File: src/bar_graph_pkg.sv
// shared constants and types for the segment bar graph driver
package bar_graph_pkg;
  localparam int unsigned SEG_COUNT   = 48;
  localparam int unsigned STEP_GROUPS = 16;
  localparam int unsigned WEIGHT_W    = 24;
  localparam int unsigned NUM_W       = 30;
  localparam int unsigned CHAN_W      = 2;
  localparam logic [5:0]  SEG_FULL    = 6'h30;
  localparam logic [4:0]  DIV_STEPS   = 5'h1e;

  // register byte offsets
  localparam logic [7:0] CTRL_OFS     = 8'h00;
  localparam logic [7:0] SETPOINT_OFS = 8'h04;
  localparam logic [7:0] BAND_OFS     = 8'h08;
  localparam logic [7:0] LOW_OFS      = 8'h0c;
  localparam logic [7:0] HIGH_OFS     = 8'h10;
  localparam logic [7:0] STEPCFG_OFS  = 8'h14;
  localparam logic [7:0] STATUS_OFS   = 8'h18;
  localparam logic [7:0] SEGLO_OFS    = 8'h1c;
  localparam logic [7:0] SEGHI_OFS    = 8'h20;

  // field positions and reset values
  localparam int unsigned CTRL_MODE_LSB = 0;
  localparam int unsigned CTRL_CHAN_LSB = 4;
  localparam int unsigned STEP_CONT_LSB = 16;
  localparam logic [WEIGHT_W-1:0] SETPOINT_RST = 24'h000000;
  localparam logic [WEIGHT_W-1:0] BAND_RST     = 24'h000000;
  localparam logic [WEIGHT_W-1:0] LOW_RST      = 24'h000000;
  localparam logic [WEIGHT_W-1:0] HIGH_RST     = 24'h000000;
  localparam logic [31:0]         STEPCFG_RST  = 32'h00000000;

  typedef enum logic [1:0] {
    MODE_OFF   = 2'h0,
    MODE_STEP  = 2'h1,
    MODE_GRAPH = 2'h2,
    MODE_BAND  = 2'h3
  } mode_type;

  typedef enum logic [3:0] {
    ST_IDLE = 4'h1,
    ST_CALC = 4'h2,
    ST_DIV  = 4'h4,
    ST_SHOW = 4'h8
  } state_type;
endpackage

File: src/segment_bar_graph_driver.sv
// segment bar graph driver: ahb-lite registers, weight scaling and segment drive
// Contract
// - drive forty-eight individually switched bar segments
// - step mode: active batch step lights three segments
// - step mode: continuous non-batch setpoints stay lit
// - graph mode: empty at start, full at setpoint
// - band equal setpoint: segment about two percent
// - band mode below low: only leftmost lit
// - band mode from low: fill left to right
// - band mode at midpoint: all segments lit
// - band mode past midpoint: extinguish from left
// - band mode above high: only rightmost lit
// - bar follows its own selected channel
//
// The AHB-Lite slave port and the address map are this design's own decisions.
`timescale 1ns/1ps
`default_nettype none
module segment_bar_graph_driver (
  // clock and reset
  input  wire logic                                  hclk,
  input  wire logic                                  hresetn,
  // ahb-lite slave
  input  wire logic                                  hsel,
  input  wire logic [31:0]                           haddr,
  input  wire logic [1:0]                            htrans,
  input  wire logic                                  hwrite,
  input  wire logic [2:0]                            hsize,
  input  wire logic [31:0]                           hwdata,
  input  wire logic                                  hready,
  output logic                                       hreadyout,
  output logic                                       hresp,
  output logic      [31:0]                           hrdata,
  // weight samples
  input  wire logic                                  weight_valid,
  input  wire logic [bar_graph_pkg::CHAN_W-1:0]      weight_chan,
  input  wire logic [bar_graph_pkg::WEIGHT_W-1:0]    weight_value,
  // batch status
  input  wire logic [bar_graph_pkg::STEP_GROUPS-1:0] step_active,
  // display
  output logic      [bar_graph_pkg::SEG_COUNT-1:0]   seg_out
);
  import bar_graph_pkg::*;

  // lowest q segments lit, counting from the left end
  function automatic logic [SEG_COUNT-1:0] fill_left(input logic [5:0] q);
    logic [SEG_COUNT:0] ones;
    ones = ({{SEG_COUNT{1'b0}}, 1'b1} << q) - 49'h1;
    fill_left = (q >= SEG_FULL) ? {SEG_COUNT{1'b1}} : ones[SEG_COUNT-1:0];
  endfunction

  // each setpoint owns three adjacent segments
  function automatic logic [SEG_COUNT-1:0] expand_groups(input logic [STEP_GROUPS-1:0] m);
    logic [SEG_COUNT-1:0] v;
    v = '0;
    for (int i = 0; i < STEP_GROUPS; i++) begin
      v[3*i +: 3] = {3{m[i]}};
    end
    expand_groups = v;
  endfunction

  function automatic logic [NUM_W-1:0] times48(input logic [WEIGHT_W-1:0] x);
    logic [NUM_W-1:0] w;
    w = {{(NUM_W-WEIGHT_W){1'b0}}, x};
    times48 = (w << 5) + (w << 4);
  endfunction

  // ---------------- register bus ----------------
  logic                    wr_pend_reg;
  logic [7:0]              wr_addr_reg;
  logic [1:0]              mode_reg;
  logic [CHAN_W-1:0]       chan_reg;
  logic [WEIGHT_W-1:0]     setpoint_reg;
  logic [WEIGHT_W-1:0]     band_reg;
  logic [WEIGHT_W-1:0]     low_reg;
  logic [WEIGHT_W-1:0]     high_reg;
  logic [31:0]             stepcfg_reg;
  logic [5:0]              count_reg;
  logic [WEIGHT_W-1:0]     weight_reg;
  state_type               state_reg;
  logic                    accept;
  logic [31:0]             rd_next;

  assign accept = hsel && htrans[1] && hready;

  always_comb begin
    rd_next = 32'h00000000;
    unique case (haddr[7:0])
      CTRL_OFS:     rd_next = {26'h0, chan_reg, 2'h0, mode_reg};
      SETPOINT_OFS: rd_next = {8'h00, setpoint_reg};
      BAND_OFS:     rd_next = {8'h00, band_reg};
      LOW_OFS:      rd_next = {8'h00, low_reg};
      HIGH_OFS:     rd_next = {8'h00, high_reg};
      STEPCFG_OFS:  rd_next = stepcfg_reg;
      STATUS_OFS:   rd_next = {2'h0, count_reg, weight_reg};
      SEGLO_OFS:    rd_next = seg_out[31:0];
      SEGHI_OFS:    rd_next = {16'h0000, seg_out[SEG_COUNT-1:32]};
      default:      rd_next = 32'h00000000;
    endcase
    if (haddr[31:8] != 24'h000000) begin
      rd_next = 32'h00000000;
    end
  end

  // zero wait states; unmapped reads give zero and writes are dropped
  always_ff @(posedge hclk or negedge hresetn) begin
    if (!hresetn) begin
      hreadyout   <= 1'b1;
      hresp       <= 1'b0;
      hrdata      <= 32'h00000000;
      wr_pend_reg <= 1'b0;
      wr_addr_reg <= 8'h00;
    end else begin
      hreadyout   <= 1'b1;
      hresp       <= 1'b0;
      wr_pend_reg <= accept && hwrite && (haddr[31:8] == 24'h000000);
      if (accept) begin
        wr_addr_reg <= haddr[7:0];
        if (!hwrite) begin
          hrdata <= rd_next;
        end
      end
    end
  end

  always_ff @(posedge hclk or negedge hresetn) begin
    if (!hresetn) begin
      mode_reg     <= MODE_OFF;
      chan_reg     <= '0;
      setpoint_reg <= SETPOINT_RST;
      band_reg     <= BAND_RST;
      low_reg      <= LOW_RST;
      high_reg     <= HIGH_RST;
      stepcfg_reg  <= STEPCFG_RST;
    end else if (wr_pend_reg) begin
      unique case (wr_addr_reg)
        CTRL_OFS: begin
          mode_reg <= hwdata[CTRL_MODE_LSB +: 2];
          chan_reg <= hwdata[CTRL_CHAN_LSB +: CHAN_W];
        end
        SETPOINT_OFS: setpoint_reg <= hwdata[WEIGHT_W-1:0];
        BAND_OFS:     band_reg     <= hwdata[WEIGHT_W-1:0];
        LOW_OFS:      low_reg      <= hwdata[WEIGHT_W-1:0];
        HIGH_OFS:     high_reg     <= hwdata[WEIGHT_W-1:0];
        STEPCFG_OFS:  stepcfg_reg  <= hwdata;
        default: ;
      endcase
    end
  end

  // ---------------- weight scaling ----------------
  logic [WEIGHT_W-1:0] lower;
  logic [WEIGHT_W-1:0] mid;
  logic                div_start_reg;
  logic [NUM_W-1:0]    div_num_reg;
  logic [WEIGHT_W-1:0] div_den_reg;
  logic                div_done;
  logic [NUM_W-1:0]    div_quot;
  logic                right_reg;
  logic                sample_hit;

  assign lower      = (setpoint_reg > band_reg) ? setpoint_reg - band_reg : '0;
  assign mid        = low_reg + ((high_reg - low_reg) >> 1);
  assign sample_hit = weight_valid && (weight_chan == chan_reg);

  seg_divider u_div (
    .clk   (hclk),
    .rst_n (hresetn),
    .start (div_start_reg),
    .num   (div_num_reg),
    .den   (div_den_reg),
    .done  (div_done),
    .quot  (div_quot)
  );

  // a newer sample overrides one still in flight, so the bar always tracks the latest
  always_ff @(posedge hclk or negedge hresetn) begin
    if (!hresetn) begin
      weight_reg <= '0;
    end else if (sample_hit) begin
      weight_reg <= weight_value;
    end
  end

  always_ff @(posedge hclk or negedge hresetn) begin
    if (!hresetn) begin
      state_reg     <= ST_IDLE;
      div_start_reg <= 1'b0;
      div_num_reg   <= '0;
      div_den_reg   <= '0;
      count_reg     <= 6'h00;
      right_reg     <= 1'b0;
    end else begin
      div_start_reg <= 1'b0;
      if (sample_hit) begin
        state_reg <= ST_CALC;
      end else begin
        unique case (state_reg)
          ST_IDLE: ;
          ST_CALC: begin
            state_reg <= ST_SHOW;
            right_reg <= 1'b0;
            if (mode_reg == MODE_GRAPH) begin
              if (weight_reg >= setpoint_reg) begin
                count_reg <= SEG_FULL;
              end else if (weight_reg <= lower) begin
                count_reg <= 6'h00;
              end else begin
                // linear map of lower..setpoint onto 0..48
                div_num_reg   <= times48(weight_reg - lower);
                div_den_reg   <= setpoint_reg - lower;
                div_start_reg <= 1'b1;
                state_reg     <= ST_DIV;
              end
            end else if (mode_reg == MODE_BAND) begin
              if (weight_reg < low_reg) begin
                count_reg <= 6'h01;
              end else if (weight_reg > high_reg) begin
                count_reg <= 6'h01;
                right_reg <= 1'b1;
              end else if (weight_reg <= mid) begin
                if (mid == low_reg) begin
                  count_reg <= SEG_FULL;
                end else begin
                  div_num_reg   <= times48(weight_reg - low_reg);
                  div_den_reg   <= mid - low_reg;
                  div_start_reg <= 1'b1;
                  state_reg     <= ST_DIV;
                end
              end else begin
                // lit part shrinks toward the right end
                div_num_reg   <= times48(high_reg - weight_reg);
                div_den_reg   <= high_reg - mid;
                div_start_reg <= 1'b1;
                right_reg     <= 1'b1;
                state_reg     <= ST_DIV;
              end
            end
          end
          ST_DIV: begin
            // a done pulse left over from an aborted run must not finish the new one
            if (div_done && !div_start_reg) begin
              count_reg <= (div_quot > {24'h0, SEG_FULL}) ? SEG_FULL : div_quot[5:0];
              state_reg <= ST_SHOW;
            end
          end
          ST_SHOW: state_reg <= ST_IDLE;
          default: state_reg <= ST_IDLE;
        endcase
      end
    end
  end

  // ---------------- segment drive ----------------
  logic [SEG_COUNT-1:0] batch_segs;
  logic [SEG_COUNT-1:0] cont_segs;

  assign batch_segs = expand_groups(stepcfg_reg[STEP_GROUPS-1:0] & step_active);
  assign cont_segs  = expand_groups(stepcfg_reg[STEP_CONT_LSB +: STEP_GROUPS]);

  // step mode follows the step inputs each cycle; the weight modes update on SHOW
  always_ff @(posedge hclk or negedge hresetn) begin
    if (!hresetn) begin
      seg_out <= '0;
    end else begin
      unique case (mode_reg)
        MODE_OFF:  seg_out <= '0;
        MODE_STEP: seg_out <= batch_segs | cont_segs;
        MODE_GRAPH, MODE_BAND: begin
          if (state_reg == ST_SHOW) begin
            seg_out <= right_reg ? ~fill_left(SEG_FULL - count_reg)
                                 : fill_left(count_reg);
          end
        end
      endcase
    end
  end

  // ---------------- checks ----------------
  step_batch_a: assert property (@(posedge hclk) disable iff (!hresetn)
    mode_reg == MODE_STEP && stepcfg_reg[1] && step_active[1] && !wr_pend_reg
    |=> seg_out[5:3] == 3'h7)
    else $error("active batch step group not lit");

  step_cont_a: assert property (@(posedge hclk) disable iff (!hresetn)
    mode_reg == MODE_STEP && !wr_pend_reg
    |=> (seg_out & $past(cont_segs)) == $past(cont_segs))
    else $error("continuous setpoint segments not steady");

  graph_full_a: assert property (@(posedge hclk) disable iff (!hresetn)
    state_reg == ST_CALC && !sample_hit && mode_reg == MODE_GRAPH
    && weight_reg >= setpoint_reg && !wr_pend_reg
    |=> ##1 seg_out == {SEG_COUNT{1'b1}})
    else $error("bar not full at setpoint");

  graph_empty_a: assert property (@(posedge hclk) disable iff (!hresetn)
    state_reg == ST_CALC && !sample_hit && mode_reg == MODE_GRAPH
    && weight_reg <= lower && weight_reg < setpoint_reg && !wr_pend_reg
    |=> ##1 seg_out == '0)
    else $error("bar not empty at fill start");

  band_under_a: assert property (@(posedge hclk) disable iff (!hresetn)
    state_reg == ST_CALC && !sample_hit && mode_reg == MODE_BAND
    && weight_reg < low_reg && !wr_pend_reg
    |=> ##1 seg_out == 48'h000000000001)
    else $error("under band must show leftmost only");

  band_over_a: assert property (@(posedge hclk) disable iff (!hresetn)
    state_reg == ST_CALC && !sample_hit && mode_reg == MODE_BAND
    && weight_reg > high_reg && !wr_pend_reg
    |=> ##1 seg_out == 48'h800000000000)
    else $error("over band must show rightmost only");

  band_mid_a: assert property (@(posedge hclk) disable iff (!hresetn)
    state_reg == ST_SHOW && mode_reg == MODE_BAND && !sample_hit && !right_reg
    && weight_reg == mid && high_reg > low_reg
    |=> seg_out == {SEG_COUNT{1'b1}})
    else $error("band midpoint must light all");

  count_range_a: assert property (@(posedge hclk) disable iff (!hresetn)
    count_reg <= SEG_FULL)
    else $error("segment count beyond bar length");

  recompute_a: assert property (@(posedge hclk) disable iff (!hresetn)
    sample_hit && mode_reg != MODE_OFF && mode_reg != MODE_STEP
    |=> ##[0:34] (state_reg == ST_SHOW || sample_hit))
    else $error("sample not turned into a new bar");

  chan_hold_a: assert property (@(posedge hclk) disable iff (!hresetn)
    weight_valid && weight_chan != chan_reg |=> weight_reg == $past(weight_reg))
    else $error("unselected channel moved the bar weight");

  off_dark_a: assert property (@(posedge hclk) disable iff (!hresetn)
    mode_reg == MODE_OFF |=> seg_out == '0)
    else $error("bar not dark with the driver off");

  step_idle_a: assert property (@(posedge hclk) disable iff (!hresetn)
    mode_reg == MODE_STEP && stepcfg_reg[1] && !step_active[1]
    && !stepcfg_reg[STEP_CONT_LSB + 1]
    |=> seg_out[5:3] == 3'h0)
    else $error("inactive batch step group lit");

  band_right_a: assert property (@(posedge hclk) disable iff (!hresetn)
    state_reg == ST_SHOW && mode_reg == MODE_BAND && right_reg
    |=> seg_out[0] == (count_reg == SEG_FULL))
    else $error("upper half of band not lit from the right end");
endmodule // segment_bar_graph_driver
`default_nettype wire

File: src/seg_divider.sv
// sequential restoring divider for the weight-to-segment scaling
`timescale 1ns/1ps
`default_nettype none
module seg_divider (
  // clock and reset
  input  wire logic                                clk,
  input  wire logic                                rst_n,
  // request
  input  wire logic                                start,
  input  wire logic [bar_graph_pkg::NUM_W-1:0]     num,
  input  wire logic [bar_graph_pkg::WEIGHT_W-1:0]  den,
  // answer
  output logic                                     done,
  output logic      [bar_graph_pkg::NUM_W-1:0]     quot
);
  import bar_graph_pkg::*;

  logic [WEIGHT_W:0]   rem_reg;
  logic [NUM_W-1:0]    num_reg;
  logic [4:0]          cnt_reg;
  logic                busy_reg;
  logic [WEIGHT_W:0]   trial;
  logic [WEIGHT_W:0]   shifted;

  assign shifted = {rem_reg[WEIGHT_W-1:0], num_reg[NUM_W-1]};
  assign trial   = shifted - {1'b0, den};

  always_ff @(posedge clk or negedge rst_n) begin
    if (!rst_n) begin
      rem_reg  <= '0;
      num_reg  <= '0;
      quot     <= '0;
      cnt_reg  <= '0;
      busy_reg <= 1'b0;
      done     <= 1'b0;
    end else begin
      done <= 1'b0;
      if (start) begin
        rem_reg  <= '0;
        num_reg  <= num;
        quot     <= '0;
        cnt_reg  <= DIV_STEPS;
        busy_reg <= 1'b1;
      end else if (busy_reg) begin
        // floor division, so a partial segment never lights
        num_reg <= {num_reg[NUM_W-2:0], 1'b0};
        if (!trial[WEIGHT_W]) begin
          rem_reg <= trial;
          quot    <= {quot[NUM_W-2:0], 1'b1};
        end else begin
          rem_reg <= shifted;
          quot    <= {quot[NUM_W-2:0], 1'b0};
        end
        cnt_reg <= cnt_reg - 5'h01;
        if (cnt_reg == 5'h01) begin
          busy_reg <= 1'b0;
          done     <= 1'b1;
        end
      end
    end
  end
endmodule // seg_divider
`default_nettype wire

File: config.mk
export PLATFORM = sky130hd
export DESIGN_NAME = segment_bar_graph_driver
export DESIGN_NICKNAME = d
export VERILOG_FILES = /design/src/bar_graph_pkg.sv /design/src/segment_bar_graph_driver.sv /design/src/seg_divider.sv
export SDC_FILE = /design/constraint.sdc
export NUM_CORES = 2
export LEC_CHECK = 0
export CAP_MARGIN = 10
export CORE_MARGIN = 3
export CORE_UTILIZATION = 25
export CTS_CLUSTER_DIAMETER = 120
export DETAILED_ROUTE_END_ITERATION = 10
export DONT_BUFFER_PORTS = 1
export PLACE_DENSITY = 0.37
export SYNTH_ARGS = -nofsm -noshare
export SYNTH_HDL_FRONTEND = slang
export SYNTH_SLANG_ARGS = --single-unit
File: constraint.sdc
create_clock -name hclk -period 15.25 [get_ports hclk]
set_clock_uncertainty 0.1 [all_clocks]
set_input_delay 2.2875 -clock hclk [delete_from_list [all_inputs] [get_ports hclk]]
set_output_delay 2.2875 -clock hclk [all_outputs]
set_load 0.02 [all_outputs]
# --- Yosys cells after proc, flatten, opt, wreduce, memory -nomap -nowiden ---
# Cells that the tools add are included.
classes:
  addsub: 17
  n_mul: 0
  div_mod_pow: 0
  n_lt_le_gt_ge: 9
  eq_ne: 36
  n_shift: 2
  muxes: 77
  bitwise_logic: 5
  n_reduce_logical: 27
op_table:
  columns: ["op", "count"]
  rows:
  - ["30-bit 2-to-1 mux", 12]
  - ["24-bit 2-to-1 mux", 12]
  - ["32-bit case mux with 9 select lines", 1]
  - ["48-bit 2-to-1 mux", 4]
  - ["24-bit subtractor", 8]
  - ["48-bit case mux with 3 select lines", 1]
  - ["1-bit by 6-bit << shifter with 48-bit output, first input constant", 2]
  - ["48-bit by 1-bit subtractor with 48-bit output, second input constant", 2]
  - ["29-bit by 28-bit adder with 30-bit output", 3]
  - ["6-bit 2-to-1 mux", 10]
  - ["8-bit by 5-bit == test with 1-bit output, second input constant", 6]
  - ["24-bit > comparator", 2]
  - ["24-bit less-or-equal comparator", 2]
  - ["48-bit NOT", 1]
  - ["48-bit bitwise OR", 1]
  - ["4-bit 2-to-1 mux", 10]
  - ["8-bit by 4-bit == test with 1-bit output, second input constant", 4]
  - ["32-bit 2-to-1 mux", 1]
  - ["30-bit by 6-bit > comparator with 1-bit output, second input constant", 1]
  - ["25-bit by 24-bit subtractor with 25-bit output", 1]
  - ["24-bit by 23-bit adder with 24-bit output", 1]
  - ["24-bit == test", 1]
  - ["24-bit >= comparator", 1]
  - ["24-bit logical NOT", 1]
  - ["34 further kinds", 85]
word_totals:
  ff_bits: 402
  latchBits: 0
  ram_bits: 0
  romBits: 0
  inputBits: 117
  output_inout_bits: 82
  elab_cells: 197
  memories: 0

# --- Depth between registers and ports, before layout ---
depth:
  depth_word: 11
  mapped_depth: 36
  depth_no_buf: 35

# --- By module ---
# A second synthesis with hierarchy kept.
unflattened:
  cells_unflattened: 4502
  hier_area_um2: 36696.4
by_module_without_submodules:
  columns: ["module", "n_inst", "cells_per_inst", "area_per_inst_um2", "seq_area_each_um2"]
  rows:
  - ["segment_bar_graph_driver", 1, 3946, 31288.8, 7683.6]
  - ["seg_divider", 1, 556, 5407.7, 2277.2]

# --- Worst setup path after synthesis ---
# Ideal clock, no wire load.
synth_timing:
  kind: "register to register"
  start: "register low_reg[1]"
  end: "register div_den_reg[14]"
  setup_time_ns: 0.127
  t_arrival_ns: 7.286
  t_required_ns: 15.023
  slack_ns: 7.736
  path_stages_with_launch: 33
  n_path_buf: 2
  synth_period_minus_slack_ns: 7.514
  cell_sequence: "dfrtp_1 > inv_1 > ha_1 > inv_1 > o21bai_1 > a21oi_1 > o21ai_0 > a2111oi_0 > o31ai_1 > o41ai_1 > o21ai_0 > nor2_1 > o21ai_0 > and4_1 > a2111oi_0 > xnor2_1 > ha_1 > nand4_1 > nor2_1 > a311o_1 > a21o_1 > a21oi_1 > xnor2_1 > ha_1 > nand2_1 > or4b_4 > a21oi_2 > o211ai_1 > and2_1 > buf_4 > inv_2 > buf_6 > mux2_1"
synth_between:
  elab_chain_cells: 9
  word_cells_on_any_way: 16
  cone_classes: "add/sub: 4; order compare: 2; eq/ne: 3; mux: 6; reduce/logical: 1"
synth_rtl:
  columns: ["item", "line", "source"]
  rows:
  - ["from (decl)", "segment_bar_graph_driver.sv:74", "logic [WEIGHT_W-1:0] low_reg;"]
  - ["from (signal assigned)", "segment_bar_graph_driver.sv:142", "LOW_OFS: low_reg <= hwdata[WEIGHT_W-1:0];"]
  - ["24-bit subtractor", "segment_bar_graph_driver.sv:162", "assign mid = low_reg + ((high_reg - low_reg) >> 1);"]
  - ["24-bit by 23-bit adder with 24-bit output", "segment_bar_graph_driver.sv:162", null]
  - ["24-bit subtractor", "segment_bar_graph_driver.sv:225", "div_den_reg <= mid - low_reg;"]
  - ["24-bit 2-to-1 mux", "segment_bar_graph_driver.sv:221", "if (mid == low_reg) begin"]
  - ["24-bit 2-to-1 mux", "segment_bar_graph_driver.sv:220", "end else if (weight_reg <= mid) begin"]
  - ["24-bit 2-to-1 mux", "segment_bar_graph_driver.sv:217", "end else if (weight_reg > high_reg) begin"]
  - ["24-bit 2-to-1 mux", "segment_bar_graph_driver.sv:215", "if (weight_reg < low_reg) begin"]
  - ["24-bit 2-to-1 mux", "segment_bar_graph_driver.sv:214", "end else if (mode_reg == MODE_BAND) begin"]
  - ["24-bit 2-to-1 mux", "segment_bar_graph_driver.sv:202", "if (mode_reg == MODE_GRAPH) begin"]
  - ["to (signal assigned)", "segment_bar_graph_driver.sv:210", "div_den_reg <= setpoint_reg - lower;"]
  - ["to (signal assigned)", "segment_bar_graph_driver.sv:225", null]
  - ["to (signal assigned)", "segment_bar_graph_driver.sv:232", "div_den_reg <= high_reg - mid;"]
  - ["to (decl)", "segment_bar_graph_driver.sv:155", "logic [WEIGHT_W-1:0] div_den_reg;"]
# Several ways; a longest one is shown, not always the timed one. The select of a mux whose other input is x is not followed.
# A chain may end at the register's enable or synchronous reset.

# --- Worst setup path in the final report ---
# Same ends and word-level chain as after synthesis.

==> results.cfg <==
[routing]
via_count = 32500
viasPerCell = 5.18
wire_per_inst_um = 24.2
first_pass_iters = 5
drc_errors = 0
final_antenna_net_count = 0
finalWirelength_mm = 152
drt_iter0_drc = 2112

[global_route]
grt_pass1_vias = 32900
grt_usage_pct = 20.0
grt_pass1_wl_mm = 221
grt_antenna_before_repair = 12
grt_max_degree = 395
grt_overflow = 0

[critical_path]
worst-path-max-fanout = 46
critical_path_class = flop to flop
critPathLaunchType = flop
critPathArrivalTime_ns = 10.83
cp.required_ns = 15.67
endpoint_kind = flop
cp_slowest_cell = a2111oi_0
max_stage_delay_ns = 0.81

[power]
switching_share_pct = 48.0
pwr-share-seq_pct = 19.2
clkPwrFrac_pct = 17.2
internal_power_uw = 4010
p_per_area_mw_per_mm2 = 192
p_leak_uw = 0.0173
peakVddDrop_uv = 122
switchingPower_uw = 3690
combinationalPowerShare_pct = 63.6

[clock_tree]
postCtsHoldBufs = 0
ctsLongestPathBuffers = 3
post_cts_buffers = 0
cts_tree = done
cts_htree_levels = 2
numCtsBuffers = 52
post_cts_resized = 0
cts.sinks = 394
clkTransAtPathRegs_ns = 0.06
cts_root_buf = clkbuf_16
insertion_delay_ns = 0.68

[yosys]
synth_area_mm2 = 0.0360
ys_top_cells_by_area = dfrtp_1 27%, ha_1 12%, o21ai_0 5.3%
ys.flop_type = dfrtp_1
yosysTopAreaCellShare_pct = 27.3
synth-edff-count = 0
ys_ff_latch = 394
yosysWarningCount = 0
synth_cell_types = 93
async_reset_ff_share_pct = 100
synth_top_area_cell = dfrtp_1
yosysSeqAreaShare_pct = 27.4
syn-mean-instance-area_um2 = 8.22
syn-num-nets = 4864
netlist_instances = 4384

[timing]
final_hold_viol_count = 0
setup_tns_ns = 0
setup_viol = 0
min_period_over_period_pct = 68.3
worst_hold_slack_ns = 0.374
rsz0062_at_grt = false
max_freq_mhz = 96.0
relSlewSlack_pct = 1.45
fin_crit_ns = 10.42
slew_viol_final = 0
tightest_slew_ns = 1.48

[run]
cap_violations = 0

[cells_and_area]
nets = 4797
largest_reg_flops = 48
drive_gt1_share_pct = 7.34
area_growth_pct = 11.2

[placement]
portBuffers = 0
place_congestion = 0.934
hpwlAfterDp_mm = 119

[die]
row_count = 138
pin_count = 199
coreArea_mm2 = 0.142
fp.dieArea_mm2 = 0.149
initial_core_util_pct = 25.3
chipWidth_um = 386
die_h_um = 386

[status]
status = finished, final reports clean

[worst_hold_path]
worst_hold_path_type = flop to flop
==> metal layers <==
| layer | track usage (%) | part of all wire, % | up-vias |
|---|---|---|---|
| met4 | 7.30 | 3.9 | 0 |
| met1 | 25.7 | 45 | 15800 |
| met5 | 0 | 0 | - |
| met3 | 3.13 | 4.5 | 208 |
| li1 | - | - | 15800 |
| met2 | 33.6 | 47 | 646 |
==> cells in the mapped netlist (36+ instances only) <==
library cell	n
xnor2_1	200
inv_1	254
nand2_1	399
nand3_1	94
nor2_1	386
nand2b_1	75
ha_1	350
dfrtp_1	393
a211oi_1	58
a31oi_1	51
mux2i_1	121
o21a_1	37
a21o_1	90
clkbuf_1	148
mux2_2	101
a21oi_1	358
a22oi_1	36
o21ai_0	383
nor2b_1	57
nor3_1	78
xor2_1	100
==> final timing paths <==
path	cells after the start	end	slack, ns	start
worst max-delay path	31	div_den_reg[14]	4.83	low_reg[1]
worst min-delay path	2	div_num_reg[21]	0.37	div_num_reg[21]
worst max register to register	31	div_den_reg[14]	4.83	low_reg[1]
worst min register to register	2	div_num_reg[21]	0.37	div_num_reg[21]
max in group asynchronous	0	u_div.busy_reg	12.47	hresetn
min in group asynchronous	0	u_div.rem_reg[1]	1.25	hresetn
==> cell families (layout without fill, tap and decap cells) <==
logic type | count (synthesis) | after routing | share of synthesized area (%)
adder cells (fa/ha/maj) | 369 | 369 | 13.0
XOR/XNOR | 301 | 301 | 7.36
flip-flops | 394 | 394 | 27.4
AO/OA/AOI/OAI | 1365 | 1365 | 24.2
multiplexers | 229 | 229 | 6.75
other | 2 | 15 | 0.0208
AND/OR/NAND/NOR | 1284 | 1284 | 16.6
buffers and inverters | 440 | 416 | 4.72
==> worst max-delay path, delay by kind of cell, from the launching register on <==
| kind | cells | cell delay, ns |
|---|---|---|
| AOI/OAI and AO/OA | 14 | 4.93 |
| adders and majority gates | 3 | 1.01 |
| muxes | 1 | 0.42 |
| xor gates and xnor gates | 2 | 0.27 |
| DFF | 1 | 0.52 |
| and+or+nand+nor | 7 | 1.74 |
| buffers and inverters | 4 | 1.22 |
==> cell type report <==
type / count / area [um2]
Tap cell: 1890 / 2360
Fill cell: 15500 / 102000
Clock buffer: 77 / 1540
Antenna cell: 13 / 32.5
Timing Repair Buffer: 62 / 465
Clock inverter: 20 / 264
Inverter: 257 / 965
Sequential cell: 394 / 9870
Multi-Input combinational cell: 3550 / 24500
==> cells in the final DEF, fill, tap and decap left out, types with 17 or more instances in the layout <==
cell,count
xor2_1,100
a22o_1,35
nor2b_1,57
xnor2_1,200
o21a_1,37
nand3_1,94
mux2_2,101
o31ai_1,29
a211oi_1,58
inv_1,254
nor3_1,75
a21oi_1,357
o22a_1,31
mux2i_1,121
or3_1,26
a21o_1,90
nand4_1,29
or2_2,21
dfrtp_1,390
nor4_1,24
nand2_1,399
a221oi_1,21
nor2_1,382
ha_1,350
nand2b_1,73
o21bai_1,35
and3_1,26
clkbuf_16,53
o211ai_1,21
buf_4,62
a21boi_0,17
o21ai_0,383
a31oi_1,50
a22oi_1,36
==> power by group through the flow <==
stage	registers (uW)	logic [uW]	clock network, uW
2_1_floorplan	1350	3790	0
3_3_place_gp	1500	4890	0
3_5_place_dp	1500	4890	0
4_1_cts	1480	4910	1370
5_1_grt	1510	5470	1400
6_report	1480	4890	1320
==> metrics by stage <==
stage	utilization [%]	setup WS, ns	cells	power, uW	cell area [um2]
3_3_place_gp	26.9	4.66	6153	6390	38200
6_report	28.1	4.83	6263	7700	40000
3_5_place_dp	26.9	4.71	6153	6390	38200
2_1_floorplan	-	7.74	4384	5140	36000
5_1_grt	28.1	4.13	6250	8380	40000
4_1_cts	28.1	4.63	6250	7760	40000
No activity file was read; power rests on OpenSTA's default activity.
